**src/core/tsw_pkg.sv**
```systemverilog
/*
  Shared constants, carrier structs and helpers for the timer set with wake-up.
  Assumes a single 25 MHz system clock and a synchronous active-high reset.
*/
package tsw_pkg;

  // system clock and tick rates, in Hz
  localparam int unsigned SYS_HZ = 25000000;
  localparam int unsigned GPT_FAST_HZ = 4000000;
  localparam int unsigned GPT_SLOW_HZ = 32768;
  localparam int unsigned CNT_HZ = 16000000;

  // wake-up timing: the calibration step is 1/256 s
  localparam int unsigned CAL_STEP_HZ = 256;
  localparam int unsigned CAL_WINDOW_CYCLES = SYS_HZ / CAL_STEP_HZ;
  localparam int unsigned SLOW_OSC_HZ = 32768;
  localparam logic [15:0] CAL_RESET = 16'(SLOW_OSC_HZ / CAL_STEP_HZ);
  localparam int unsigned WAKE_SHORT_S = 2;
  localparam int unsigned WAKE_LONG_S = 256;
  localparam int unsigned WAKE_STEPS = 256;
  localparam logic [8:0] WAKE_SHORT_UNIT = 9'(WAKE_SHORT_S * CAL_STEP_HZ / WAKE_STEPS);
  localparam logic [8:0] WAKE_LONG_UNIT = 9'(WAKE_LONG_S * CAL_STEP_HZ / WAKE_STEPS);

  // counter modes, classic numbering
  localparam logic [1:0] MODE_13BIT = 2'h0;
  localparam logic [1:0] MODE_16BIT = 2'h1;
  localparam logic [1:0] MODE_8BIT_RELOAD = 2'h2;
  localparam logic [1:0] MODE_HOLD = 2'h3;
  localparam logic [12:0] MAX_13 = 13'h1fff;
  localparam logic [15:0] MAX_16 = 16'hffff;
  localparam logic [7:0] MAX_8 = 8'hff;

  // one-hot states
  typedef enum logic [1:0] {TSW_PWM_HIGH = 2'b01, TSW_PWM_LOW = 2'b10} tsw_pwm_state_t;
  typedef enum logic [1:0] {TSW_WAKE_IDLE = 2'b01, TSW_WAKE_RUN = 2'b10} tsw_wake_state_t;

  // control and status of one 16-bit counter
  typedef struct packed {
    logic run;
    logic event_mode;
    logic [1:0] mode;
    logic load;
    logic [15:0] load_value;
    logic flag_clear;
  } tsw_cnt_ctl_t;

  typedef struct packed {
    logic [15:0] count;
    logic overflow;
    logic irq;
  } tsw_cnt_sts_t;

  // fractional rate generator: returns {tick, next accumulator}
  function automatic logic [32:0] tsw_rate_step(input logic [31:0] acc, input logic [31:0] inc);
    logic [31:0] sum;
    sum = acc + inc;
    if (sum >= SYS_HZ) begin
      tsw_rate_step = {1'b1, sum - SYS_HZ};
    end else begin
      tsw_rate_step = {1'b0, sum};
    end
  endfunction : tsw_rate_step

endpackage : tsw_pkg

```
**src/core/tsw_counter.sv**
```systemverilog
/*
  One 16-bit interval/event counter with overflow flag and interrupt request.
  Assumes a 16 MHz average tick from the parent and an asynchronous event pin.
*/
`timescale 1ns/1ns
module tsw_counter (
  // clock and reset
  input wire logic clock,
  input wire logic rst,
  // count sources
  input wire logic tick16,
  input wire logic event_pin,
  // control and status
  input wire tsw_pkg::tsw_cnt_ctl_t ctl,
  output tsw_pkg::tsw_cnt_sts_t sts
);
  import tsw_pkg::*;

  logic [2:0] sync_reg;
  logic stable_reg;
  logic [15:0] count_reg;
  logic [15:0] count_next;
  logic flag_reg;
  logic irq_reg;

  //////////////////////////////////////////////////////////////////////////////
  // event pin synchroniser; a change counts once stages two and three agree
  wire agree = (sync_reg[1] == sync_reg[2]);
  wire fall = agree & stable_reg & ~sync_reg[2];

  always_ff @(posedge clock) begin
    if (rst) begin
      sync_reg <= 3'h7;
      stable_reg <= 1'b1;
    end else begin
      sync_reg <= {sync_reg[1:0], event_pin};
      stable_reg <= agree ? sync_reg[2] : stable_reg;
    end
  end

  //////////////////////////////////////////////////////////////////////////////
  // count step; no gate input exists, run alone enables counting
  wire inc = ctl.run & (ctl.event_mode ? fall : tick16);
  wire wrap13 = (count_reg[12:0] == MAX_13);
  wire wrap16 = (count_reg == MAX_16);
  wire wrap8 = (count_reg[7:0] == MAX_8);
  wire wrap = inc & ((ctl.mode == MODE_13BIT) ? wrap13 :
                     (ctl.mode == MODE_16BIT) ? wrap16 :
                     (ctl.mode == MODE_8BIT_RELOAD) ? wrap8 : 1'b0);

  always_comb begin
    count_next = count_reg;
    if (ctl.load) begin
      count_next = ctl.load_value;
    end else if (inc) begin
      unique case (ctl.mode)
        MODE_13BIT: count_next = {3'h0, 13'(count_reg[12:0] + 13'h1)};
        MODE_16BIT: count_next = count_reg + 16'h1;
        MODE_8BIT_RELOAD: count_next = {count_reg[15:8], wrap8 ? count_reg[15:8] : 8'(count_reg[7:0] + 8'h1)};
        MODE_HOLD: count_next = count_reg; // mode 3 simply holds here
      endcase
    end
  end

  //////////////////////////////////////////////////////////////////////////////
  // flag and request: a wrap in the clearing cycle wins
  always_ff @(posedge clock) begin
    if (rst) begin
      count_reg <= 16'h0;
      flag_reg <= 1'b0;
      irq_reg <= 1'b0;
    end else begin
      count_reg <= count_next;
      flag_reg <= wrap | (flag_reg & ~ctl.flag_clear);
      irq_reg <= wrap | (irq_reg & ~ctl.flag_clear);
    end
  end

  assign sts = '{count: count_reg, overflow: flag_reg, irq: irq_reg};

endmodule : tsw_counter

```
**src/core/tsw_timer_set.sv**
```systemverilog
/*
  Timer set: auto-reload general purpose timer with PWM, two 16-bit
  interval/event counters and a self-calibrating sleep wake timer.
  Assumes control bits arrive from the CPU side on the same clock, and that
  the slow oscillator and event pins are asynchronous.
*/
// How it works
// general timer counts up 16 bits, reloads start value on every wrap
// general timer ticks at 4 MHz or about 32 kHz, selectable
// each wrap sets a status flag and, if enabled, an interrupt request
// PWM output high and low for two separate 8-bit period settings
// two independent 16-bit counters, each timer or event counter
// counters count 16 MHz in interval mode or own pin in event mode
// classic counter modes, but no external gate input
// wake timer wakes the sleeping device after zero to 256 seconds (here at most 255 s, wake value 255 in the 256 s range)
// 8-bit wake value scaled as fraction of 2 s or 256 s
// wake time base recalibrates against system clock, error under 1%
// event input synchronised, one count per high-to-low transition
// each counter sets overflow flag and own request on rollover
`timescale 1ns/1ns
module tsw_timer_set #(
  parameter int unsigned CAL_CYCLES = tsw_pkg::CAL_WINDOW_CYCLES
) (
  // clock and reset
  input wire logic clock,
  input wire logic rst,
  // general purpose timer control
  input wire logic [15:0] gpt_reload,
  input wire logic gpt_run,
  input wire logic gpt_slow_rate,
  input wire logic gpt_irq_enable,
  input wire logic gpt_flag_clear,
  input wire logic pwm_enable,
  input wire logic [7:0] pwm_high_period,
  input wire logic [7:0] pwm_low_period,
  // general purpose timer status and pin
  output logic [15:0] gpt_count,
  output logic gpt_flag,
  output logic gpt_irq,
  output logic pwm_output_pin,
  // counters a and b
  input wire logic counter_a_event_pin,
  input wire logic counter_b_event_pin,
  input wire tsw_pkg::tsw_cnt_ctl_t counter_a_ctl,
  input wire tsw_pkg::tsw_cnt_ctl_t counter_b_ctl,
  output tsw_pkg::tsw_cnt_sts_t counter_a_sts,
  output tsw_pkg::tsw_cnt_sts_t counter_b_sts,
  // sleep wake timer
  input wire logic slow_osc_pin,
  input wire logic wake_start,
  input wire logic [7:0] wake_value,
  input wire logic wake_long_range,
  output logic wake_event,
  output logic wake_busy,
  output logic [15:0] wake_cal
);
  import tsw_pkg::*;

  //////////////////////////////////////////////////////////////////////////////
  // rate generators
  logic [31:0] fast_acc_reg;
  logic [31:0] slow_acc_reg;
  logic [31:0] cnt_acc_reg;
  wire [32:0] fast_step = tsw_rate_step(fast_acc_reg, GPT_FAST_HZ);
  wire [32:0] slow_step = tsw_rate_step(slow_acc_reg, GPT_SLOW_HZ);
  wire [32:0] cnt_step = tsw_rate_step(cnt_acc_reg, CNT_HZ);
  // the ticks jitter by one cycle but average exactly to the nominal rate
  wire gpt_tick = gpt_slow_rate ? slow_step[32] : fast_step[32];

  always_ff @(posedge clock) begin
    if (rst) begin
      fast_acc_reg <= 32'h0;
      slow_acc_reg <= 32'h0;
      cnt_acc_reg <= 32'h0;
    end else begin
      fast_acc_reg <= fast_step[31:0];
      slow_acc_reg <= slow_step[31:0];
      cnt_acc_reg <= cnt_step[31:0];
    end
  end

  //////////////////////////////////////////////////////////////////////////////
  // general purpose timer with auto-reload
  logic [15:0] gpt_count_reg;
  logic gpt_flag_reg;
  logic gpt_irq_reg;
  wire gpt_inc = gpt_run & gpt_tick;
  wire gpt_wrap = gpt_inc & (gpt_count_reg == MAX_16);
  // a stopped timer sits at its start value, so the first interval is full length too
  wire [15:0] gpt_count_next = ~gpt_run ? gpt_reload :
                               ~gpt_inc ? gpt_count_reg :
                               gpt_wrap ? gpt_reload : gpt_count_reg + 16'h1;

  // set wins over clear for flag and request
  always_ff @(posedge clock) begin
    if (rst) begin
      gpt_count_reg <= 16'h0;
      gpt_flag_reg <= 1'b0;
      gpt_irq_reg <= 1'b0;
    end else begin
      gpt_count_reg <= gpt_count_next;
      gpt_flag_reg <= gpt_wrap | (gpt_flag_reg & ~gpt_flag_clear);
      gpt_irq_reg <= (gpt_wrap & gpt_irq_enable) | (gpt_irq_reg & ~gpt_flag_clear);
    end
  end

  //////////////////////////////////////////////////////////////////////////////
  // pwm phases, each lasting its period in timer ticks (zero acts as one)
  tsw_pwm_state_t pwm_state_reg;
  logic [7:0] pwm_phase_reg;
  logic pwm_pin_reg;
  wire [7:0] pwm_period = (pwm_state_reg == TSW_PWM_HIGH) ? pwm_high_period : pwm_low_period;
  wire pwm_done = gpt_tick & (8'(pwm_phase_reg + 8'h1) >= pwm_period);
  wire pwm_to_low = pwm_done & (pwm_state_reg == TSW_PWM_HIGH);

  always_ff @(posedge clock) begin
    if (rst | ~pwm_enable) begin
      pwm_state_reg <= TSW_PWM_HIGH;
      pwm_phase_reg <= 8'h0;
      pwm_pin_reg <= 1'b0;
    end else begin
      pwm_state_reg <= pwm_done ? (pwm_to_low ? TSW_PWM_LOW : TSW_PWM_HIGH) : pwm_state_reg;
      pwm_phase_reg <= pwm_done ? 8'h0 : (gpt_tick ? 8'(pwm_phase_reg + 8'h1) : pwm_phase_reg);
      pwm_pin_reg <= pwm_done ? pwm_to_low ^ 1'b1 : (pwm_state_reg == TSW_PWM_HIGH);
    end
  end

  //////////////////////////////////////////////////////////////////////////////
  // the two 16-bit counters
  tsw_counter u_counter_a (
    .clock(clock),
    .rst(rst),
    .tick16(cnt_step[32]),
    .event_pin(counter_a_event_pin),
    .ctl(counter_a_ctl),
    .sts(counter_a_sts)
  );

  tsw_counter u_counter_b (
    .clock(clock),
    .rst(rst),
    .tick16(cnt_step[32]),
    .event_pin(counter_b_event_pin),
    .ctl(counter_b_ctl),
    .sts(counter_b_sts)
  );

  //////////////////////////////////////////////////////////////////////////////
  // slow oscillator synchroniser and rising-edge detect
  logic [2:0] osc_sync_reg;
  logic osc_stable_reg;
  wire osc_agree = (osc_sync_reg[1] == osc_sync_reg[2]);
  wire osc_rise = osc_agree & ~osc_stable_reg & osc_sync_reg[2];

  always_ff @(posedge clock) begin
    if (rst) begin
      osc_sync_reg <= 3'h0;
      osc_stable_reg <= 1'b0;
    end else begin
      osc_sync_reg <= {osc_sync_reg[1:0], slow_osc_pin};
      osc_stable_reg <= osc_agree ? osc_sync_reg[2] : osc_stable_reg;
    end
  end

  //////////////////////////////////////////////////////////////////////////////
  // calibration: slow edges per 1/256 s of system clock, refreshed each window
  logic [31:0] cal_win_reg;
  logic [15:0] cal_edges_reg;
  logic [15:0] cal_reg;
  wire cal_end = (cal_win_reg == 32'(CAL_CYCLES - 1));
  // a slow edge on the window boundary opens the next count
  wire [15:0] cal_edges_next = cal_end ? {15'h0, osc_rise} : cal_edges_reg + {15'h0, osc_rise};

  always_ff @(posedge clock) begin
    if (rst) begin
      cal_win_reg <= 32'h0;
      cal_edges_reg <= 16'h0;
      cal_reg <= CAL_RESET;
    end else begin
      cal_win_reg <= cal_end ? 32'h0 : cal_win_reg + 32'h1;
      cal_edges_reg <= cal_edges_next;
      if (cal_end) begin
        cal_reg <= (cal_edges_reg == 16'h0) ? CAL_RESET : cal_edges_reg;
      end
    end
  end

  //////////////////////////////////////////////////////////////////////////////
  // wake countdown: slow edges -> 1/256 s steps -> units of 2/256 s or 1 s
  tsw_wake_state_t wake_state_reg;
  logic [15:0] step_cnt_reg;
  logic [8:0] unit_cnt_reg;
  logic [7:0] remain_reg;
  logic wake_event_reg;
  wire [8:0] unit_len = wake_long_range ? WAKE_LONG_UNIT : WAKE_SHORT_UNIT;
  wire step_tick = osc_rise & (16'(step_cnt_reg + 16'h1) >= cal_reg);
  wire unit_tick = step_tick & (9'(unit_cnt_reg + 9'h1) >= unit_len);
  wire running = (wake_state_reg == TSW_WAKE_RUN);
  wire wake_fire = (wake_start & (wake_value == 8'h0)) |
                   (running & unit_tick & (remain_reg == 8'h1));

  always_ff @(posedge clock) begin
    if (rst) begin
      wake_state_reg <= TSW_WAKE_IDLE;
      step_cnt_reg <= 16'h0;
      unit_cnt_reg <= 9'h0;
      remain_reg <= 8'h0;
      wake_event_reg <= 1'b0;
    end else begin
      wake_event_reg <= wake_fire;
      if (wake_start) begin
        wake_state_reg <= (wake_value == 8'h0) ? TSW_WAKE_IDLE : TSW_WAKE_RUN;
        remain_reg <= wake_value;
        step_cnt_reg <= 16'h0;
        unit_cnt_reg <= 9'h0;
      end else if (running) begin
        step_cnt_reg <= step_tick ? 16'h0 : step_cnt_reg + {15'h0, osc_rise};
        unit_cnt_reg <= unit_tick ? 9'h0 : unit_cnt_reg + {8'h0, step_tick};
        remain_reg <= remain_reg - {7'h0, unit_tick};
        wake_state_reg <= wake_fire ? TSW_WAKE_IDLE : TSW_WAKE_RUN;
      end
    end
  end

  //////////////////////////////////////////////////////////////////////////////
  // outputs, all straight from flip-flops except wake_busy, decoded from the wake state
  assign gpt_count = gpt_count_reg;
  assign gpt_flag = gpt_flag_reg;
  assign gpt_irq = gpt_irq_reg;
  assign pwm_output_pin = pwm_pin_reg;
  assign wake_event = wake_event_reg;
  assign wake_busy = running;
  assign wake_cal = cal_reg;

endmodule : tsw_timer_set

```
**config.mk**
```make
export PLATFORM = sky130hd
export DESIGN_NAME = tsw_timer_set
export DESIGN_NICKNAME = d
export VERILOG_FILES = /design/src/core/tsw_pkg.sv /design/src/core/tsw_counter.sv /design/src/core/tsw_timer_set.sv
export SDC_FILE = /design/constraint.sdc
export NUM_CORES = 1
export LEC_CHECK = 0
export BUFFER_PORTS_ARGS = -buffer_cell sky130_fd_sc_hd__buf_2
export CAP_MARGIN = 20
export CORE_ASPECT_RATIO = 1.1
export CORE_UTILIZATION = 54
export DETAILED_ROUTE_END_ITERATION = 7
export PLACE_DENSITY = 0.77
export SLEW_MARGIN = 5
export SYNTH_ARGS = -nofsm -noshare
export SYNTH_HDL_FRONTEND = slang
export SYNTH_SLANG_ARGS = --single-unit
```
**constraint.sdc**
```tcl
create_clock -name clock -period 3.35 [get_ports clock]
set_input_delay 0.335 -clock clock [delete_from_list [all_inputs] [get_ports clock]]
set_output_delay 0.335 -clock clock [all_outputs]
set_load 0.01 [all_outputs]
```
Word-level counts from Yosys, hierarchy flattened
Cells that the tools add are included.
Storage, ports and cells
  input port bits: 96
  word-level logic and storage cells: 177
  output and inout port bits: 73
  register bits: 273
Operators by class
  equality and inequality tests: 25
  magnitude comparators: 6
  mux-type cells: 37
  add/sub/neg operators: 21
  reductions and logical operators: 14
  bitwise operators: 42
Operators with widths (number)
  16-bit 2-to-1 mux: 9
  33-bit 2-to-1 mux: 3
  32-bit by 25-bit >= comparator with 1-bit output (second input constant): 3
  16-bit one-hot mux with 3 select lines: 2
  32-bit by 25-bit subtractor with 32-bit output (second input constant): 3
  16-bit by 1-bit adder with 16-bit output (second input constant): 4
  16-bit equality test (second input constant): 3
  8-bit 2-to-1 mux: 5
  16-bit by 1-bit adder with 16-bit output: 2
  32-bit by 1-bit adder with 32-bit output (second input constant): 1
  32-bit by 16-bit adder with 32-bit output (second input constant): 1
  32-bit by 22-bit adder with 32-bit output (second input constant): 1
  32-bit by 24-bit adder with 32-bit output (second input constant): 1
  32-bit by 17-bit equality test with 1-bit output (second input constant): 1
  13-bit by 1-bit adder with 13-bit output (second input constant): 2
  1-bit bitwise AND: 26
  13-bit equality test (second input constant): 2
  8-bit by 1-bit adder with 8-bit output (second input constant): 3
  9-bit 2-to-1 mux: 2
  8-bit equality test (second input constant): 2
  16-bit >= comparator: 1
  16-bit logical NOT: 1
  1-bit 2-to-1 mux: 11
  2-bit equality test (second input constant): 5
  other kinds (19): 51

Depth between registers and ports, before layout
  depth in word-level cells: 11
  depth in mapped cells: 23
  mapped depth without buffers: 23

Hierarchy
A second synthesis with hierarchy kept.
Second synthesis, totals
  cell total of the unflattened synthesis: 2051
  area, all modules: 16377.0 sq um
Modules (own cells, without submodules)
  tsw_timer_set: instances 1, area an instance 13226.4 sq um, cells each 1662, seq. area each 4224.1 sq um
  tsw_counter (u_counter_a): instances 1, area an instance 1707.9 sq um, cells each 207, seq. area each 440.4 sq um
  tsw_counter (u_counter_b): instances 1, area an instance 1442.6 sq um, cells each 182, seq. area each 440.4 sq um

Worst setup path after synthesis
OpenSTA, ideal clock, no wires.
  kind: reg-to-reg
  from: reg step_cnt_reg[4]
  to: reg remain_reg[6]
  data required time: 3.272 ns
  setup slack: -0.359 ns
  cell stages (with the launch flop): 24
  clock period less this slack: 3.709 ns
  library setup time: 0.078 ns
  arrival: 3.631 ns
  buffers on the path: 0
  cells stage by stage: dfxtp_1 -> and3_1 -> nand2_1 -> nor2_1 -> nand4_1 -> or2_2 -> xnor2_1 -> ha_1 -> a21oi_1 -> nor2b_1 -> o21ai_0 -> nand2b_1 -> a41oi_1 -> nor2b_1 -> nand3_1 -> inv_1 -> ha_1 -> ha_1 -> nand2_1 -> or3_1 -> nor3_1 -> xor2_1 -> nor2_1 -> nor3_1
Between the ends
  longest elaborated chain between the ends: 7
Ends and longest elaborated chain
  from (decl): line tsw_timer_set.sv:191  | logic [15:0] step_cnt_reg;
  from (signal assigned): line tsw_timer_set.sv:217  | step_cnt_reg <= step_tick ? 16'h0 : step_cnt_reg + {15'h0, osc_rise};
  16-bit by 1-bit adder with 16-bit output: line tsw_timer_set.sv:196  | wire step_tick = osc_rise & (16'(step_cnt_reg + 16'h1) >= cal_reg);
  16-bit >= comparator: line tsw_timer_set.sv:196
  1-bit bitwise AND: line tsw_timer_set.sv:196
  1-bit bitwise AND: line tsw_timer_set.sv:197  | wire unit_tick = step_tick & (9'(unit_cnt_reg + 9'h1) >= unit_len);
  8-bit by 1-bit subtractor with 8-bit output: line tsw_timer_set.sv:219  | remain_reg <= remain_reg - {7'h0, unit_tick};
  8-bit 2-to-1 mux: line tsw_timer_set.sv:216  | end else if (running) begin
  8-bit 2-to-1 mux: line tsw_timer_set.sv:211  | if (wake_start) begin
  to (signal assigned): line tsw_timer_set.sv:213  | remain_reg <= wake_value;
  to (signal assigned): line tsw_timer_set.sv:219
  to (decl): line tsw_timer_set.sv:193  | logic [7:0] remain_reg;
Every way passes these cells. The select of a mux whose other input is x is not followed.
A chain may end at the register's enable or synchronous reset.

Worst setup path after layout
Ends and elaborated chain as after synthesis.

==> results.md <==
* Status: complete, but fails checks
* Failing checks: setup timing
* Final HPWL DP at 29.3 mm
* 1st-pass router iterations at 5
* Num rows at 65
* Total number of vias at 15200
* CP max-delay cell: dfxtp_4
* Die height at 181 um
* CTS tree: yes
* Commonest non-fill, non-tap cell in the layout: nor2_1
* H-tree lvl count at 1
* Top post-synthesis cells by area: dfxtp_1 (32%), nor2_1 (6.7%), xnor2_1 (6.2%)
* Layout cells sized above 1 at 20.4%
* Fillcell total at 2338
* Synth warnings at 0
* Crit-path cells: and3_4 -> nand2_4 -> nor2_4 -> nand4_1 -> or2_4 -> xnor2_2 -> ha_1 -> a21oi_2 -> nor2b_1 -> o21ai_1 -> nand2b_1 -> a41oi_2 -> nor2b_2 -> nand3_2 -> inv_2 -> ha_4 -> ha_4 -> nand2_4 -> or3_4 -> nor3_2 -> xor2_1 -> nor2_1 -> nor3_1
* Post-DRT Antenna Nets at 0
* Sequential area share after synthesis at 32.4%
* Netlist cell types at 97
* Asr flop ratio synth at 0%
* Reg clk slew, reported paths at 0.06 ns
* ANT cells at 0
* Most frequent cells in the layout: nor2_1 (277), dfxtp_1 (250), buf_2 (167), nand2_1 (148), xnor2_1 (108)
* First-iteration detailed-routing DRC count at 915
* Worst-Skew Late Latency at 0.55 ns
* Inst Count DP at 2541
* Final setup violation count at 8
* Critical path endpoint category: flop
* Met1 Track Usage GR at 33.1%
* GRT met2 Usage at 47.7%
* Final Max Tran Viols at 0
* Flip-flop and latch area at 5110 um^2
* Area of the core at approximately 29000 um^2
* Worst setup margin at -0.172 ns
* Startpoint Class: flop
* Least-Margin Pin Slew at 0.921 ns
* Post-Syn Nets at 2157
* Multi-input gate area at 10300 um^2
* Post-Route WL at roughly 41 mm
* Cells after Synth at 1998
* Cell taking the most area after synthesis: dfxtp_1
* DR DRC count at 0
* Initial antenna violation count at 1
* Yosys top cell area share at about a third
* Min-Delay Path Class: input port to flop
* Final Util at 66.3%
* WL/cell at 15.6 um
* I/O Buffers at roughly 170
* Syn Area/Cell at 7.89 um^2
* All-layer global routing usage at between 20% and 30%
* Critical Path AT at 3.99 ns
* Initial Utilization at 54.9%
* # nets final at approximately 2400
* IO Pins at 169
* Die ar. at 29900 um^2
* Crit path max-delay family: simple AND/OR/NAND/NOR gates
* Max reg flops at 32
* Largest net degree at the start of global routing at 88
* Fmax at 284 MHz
* Clk root buf: clkbuf_16
* TritonCTS Sinks at around 260
* Met3 Use GR at 3.49%
* Filler-free cell count of the finished design at 2608
* Vias in the first global route at 14600
* Final hold violations at 0
* Final worst path period share at 105%
* GR Overflow Total at 0
* Post-synthesis register bit count at 255
* Pwr Density at 685 nW/um^2
* First-pass GRT wire length at 67.5 mm
* Peak VDD IR at 0.521 mV
* WP buf/inv at 1
* Unrepaired setup endpoints after global routing: true
* Fin Clk Skew at 0.0204 ns
* Final Critical Period at 3.52 ns
* Most used routing layer in global routing: met2
* Die width at 165 um
* Area delta synth->final at 20.7%
* Max Buffers Root-to-Sink at 3
* Vias per cell at 5.81
* MaxCap Viol Count at 0
* Relative slew slack at 38.6%
* Lkg Pwr at 7.86 nW
* Synth Flop Type: dfxtp_1
* GPL Wtd Cong at 0.900
* Req. time, crit path at 3.81 ns
* Crit-path max FO at 2
* Post-synth EDFFs at 0
* Post-Syn Area at 15800 um^2
* CTS buffer count at 28
* Crit path largest cell delay at 0.34 ns
* Critical path class: flop to flop
## timing repair
action,in CTS,in global routing
hold buffers,1,0
resized for setup,15,76
hold endpoints to repair,1,0
gates cloned,0,1
endpoints found under the setup margin,28,112
pin swaps,8,28
buffers inserted,4,11
## cell families after synthesis
kind of cell             synth area share [%]
AND/OR/NAND/NOR                          27.0
AO/OA/AOI/OAI                            17.3
flip-flops                               32.4
XOR/XNOR                                 11.3
buffers and inverters                    4.71
adder cells (fa/ha/maj)                  5.00
multiplexers                             2.35
## Yosys cell counts (6+ instances only)
| cell | count |
|---|---|
| or2_2 | 14 |
| and2_1 | 15 |
| ha_1 | 63 |
| clkbuf_1 | 65 |
| o31ai_1 | 6 |
| xnor2_1 | 111 |
| a31oi_1 | 26 |
| a211oi_1 | 21 |
| buf_2 | 11 |
| buf_1 | 7 |
| buf_4 | 7 |
| nor2b_1 | 31 |
| nor3_1 | 51 |
| a21oi_1 | 104 |
| a21o_1 | 19 |
| or3_1 | 16 |
| o2111ai_1 | 6 |
| a221oi_1 | 22 |
| nand2b_1 | 21 |
| nor2_1 | 283 |
| o21a_1 | 18 |
| nand3b_1 | 10 |
| mux2i_1 | 31 |
| and4_1 | 12 |
| o21ai_0 | 80 |
| and3_1 | 54 |
| a21boi_0 | 6 |
| o211ai_1 | 12 |
| nand3_1 | 101 |
| dfxtp_1 | 255 |
| nand4_1 | 35 |
| nor4_1 | 25 |
| inv_1 | 90 |
| nor4b_1 | 6 |
| nand2_1 | 156 |
| xor2_1 | 92 |
## routing by layer
layer  up-vias  routed length [um]
li1       7482                   -
met2       410               20700
met4         0                 761
met3        72                2060
met5         -                   0
met1      7192               17300
## per-stage QoR
step           power [mW]  setup slack [ns]  instance area, um^2  TNS, ns  hold WS, ns
2_1_floorplan        7.92           -0.0830                15800  -0.0997        0.389
3_3_place_gp         9.28            -0.137                17500   -0.247        0.404
3_5_place_dp         9.43            -0.242                17500   -0.997        0.408
4_1_cts              12.7            -0.177                18600   -0.742      0.00356
5_1_grt              13.9            -0.450                19000    -3.57      0.00975
6_report             13.0            -0.172                19000   -0.703       0.0210
## power breakdown
| group | switching [mW] | internal, mW |
|---|---|---|
| clock | 1.28 | 1.91 |
| sequential | 0.543 | 3.49 |
| combinational | 3.14 | 2.66 |
| total | 4.97 | 8.05 |
## area by class of cell
type / instances / share of cell area [%]
multi-input cells: 1560 / 54.3
flip-flops and latches: 255 / 26.9
repair buffers: 284 / 9.49
clock buffers: 38 / 4.42
well taps: 368 / 2.42
inverters: 91 / 1.80
clock inverters: 12 / 0.664
## worst reg2reg max path: stages, from the launching register on
cell      delay (ns)
dfxtp_4         0.34
and3_4          0.19
nand2_4         0.06
nor2_4          0.10
nand4_1         0.12
or2_4           0.25
xnor2_2         0.13
ha_1            0.33
a21oi_2         0.07
nor2b_1         0.11
o21ai_1         0.06
nand2b_1        0.13
a41oi_2         0.07
nor2b_2         0.18
nand3_2         0.11
inv_2           0.08
ha_4            0.14
ha_4            0.13
nand2_4         0.04
or3_4           0.34
nor3_2          0.13
xor2_1          0.16
nor2_1          0.05
nor3_1          0.14
## final timing paths
path / startpoint / end / slack, ns / depth (start not counted)
min: counter_b_event_pin / u_counter_b.sync_reg[0]$_SDFF_PP1_ / 0.02 / 2
min reg2reg: u_counter_a.sync_reg[0]$_SDFF_PP1_ / u_counter_a.sync_reg[1]$_SDFF_PP1_ / 0.43 / 1
max reg2reg: step_cnt_reg[4]$_SDFFE_PP0P_ / remain_reg[6]$_SDFFE_PP0P_ / -0.17 / 23
max: step_cnt_reg[4]$_SDFFE_PP0P_ / remain_reg[6]$_SDFFE_PP0P_ / -0.17 / 23
No activity file was read; power rests on OpenSTA's default activity.
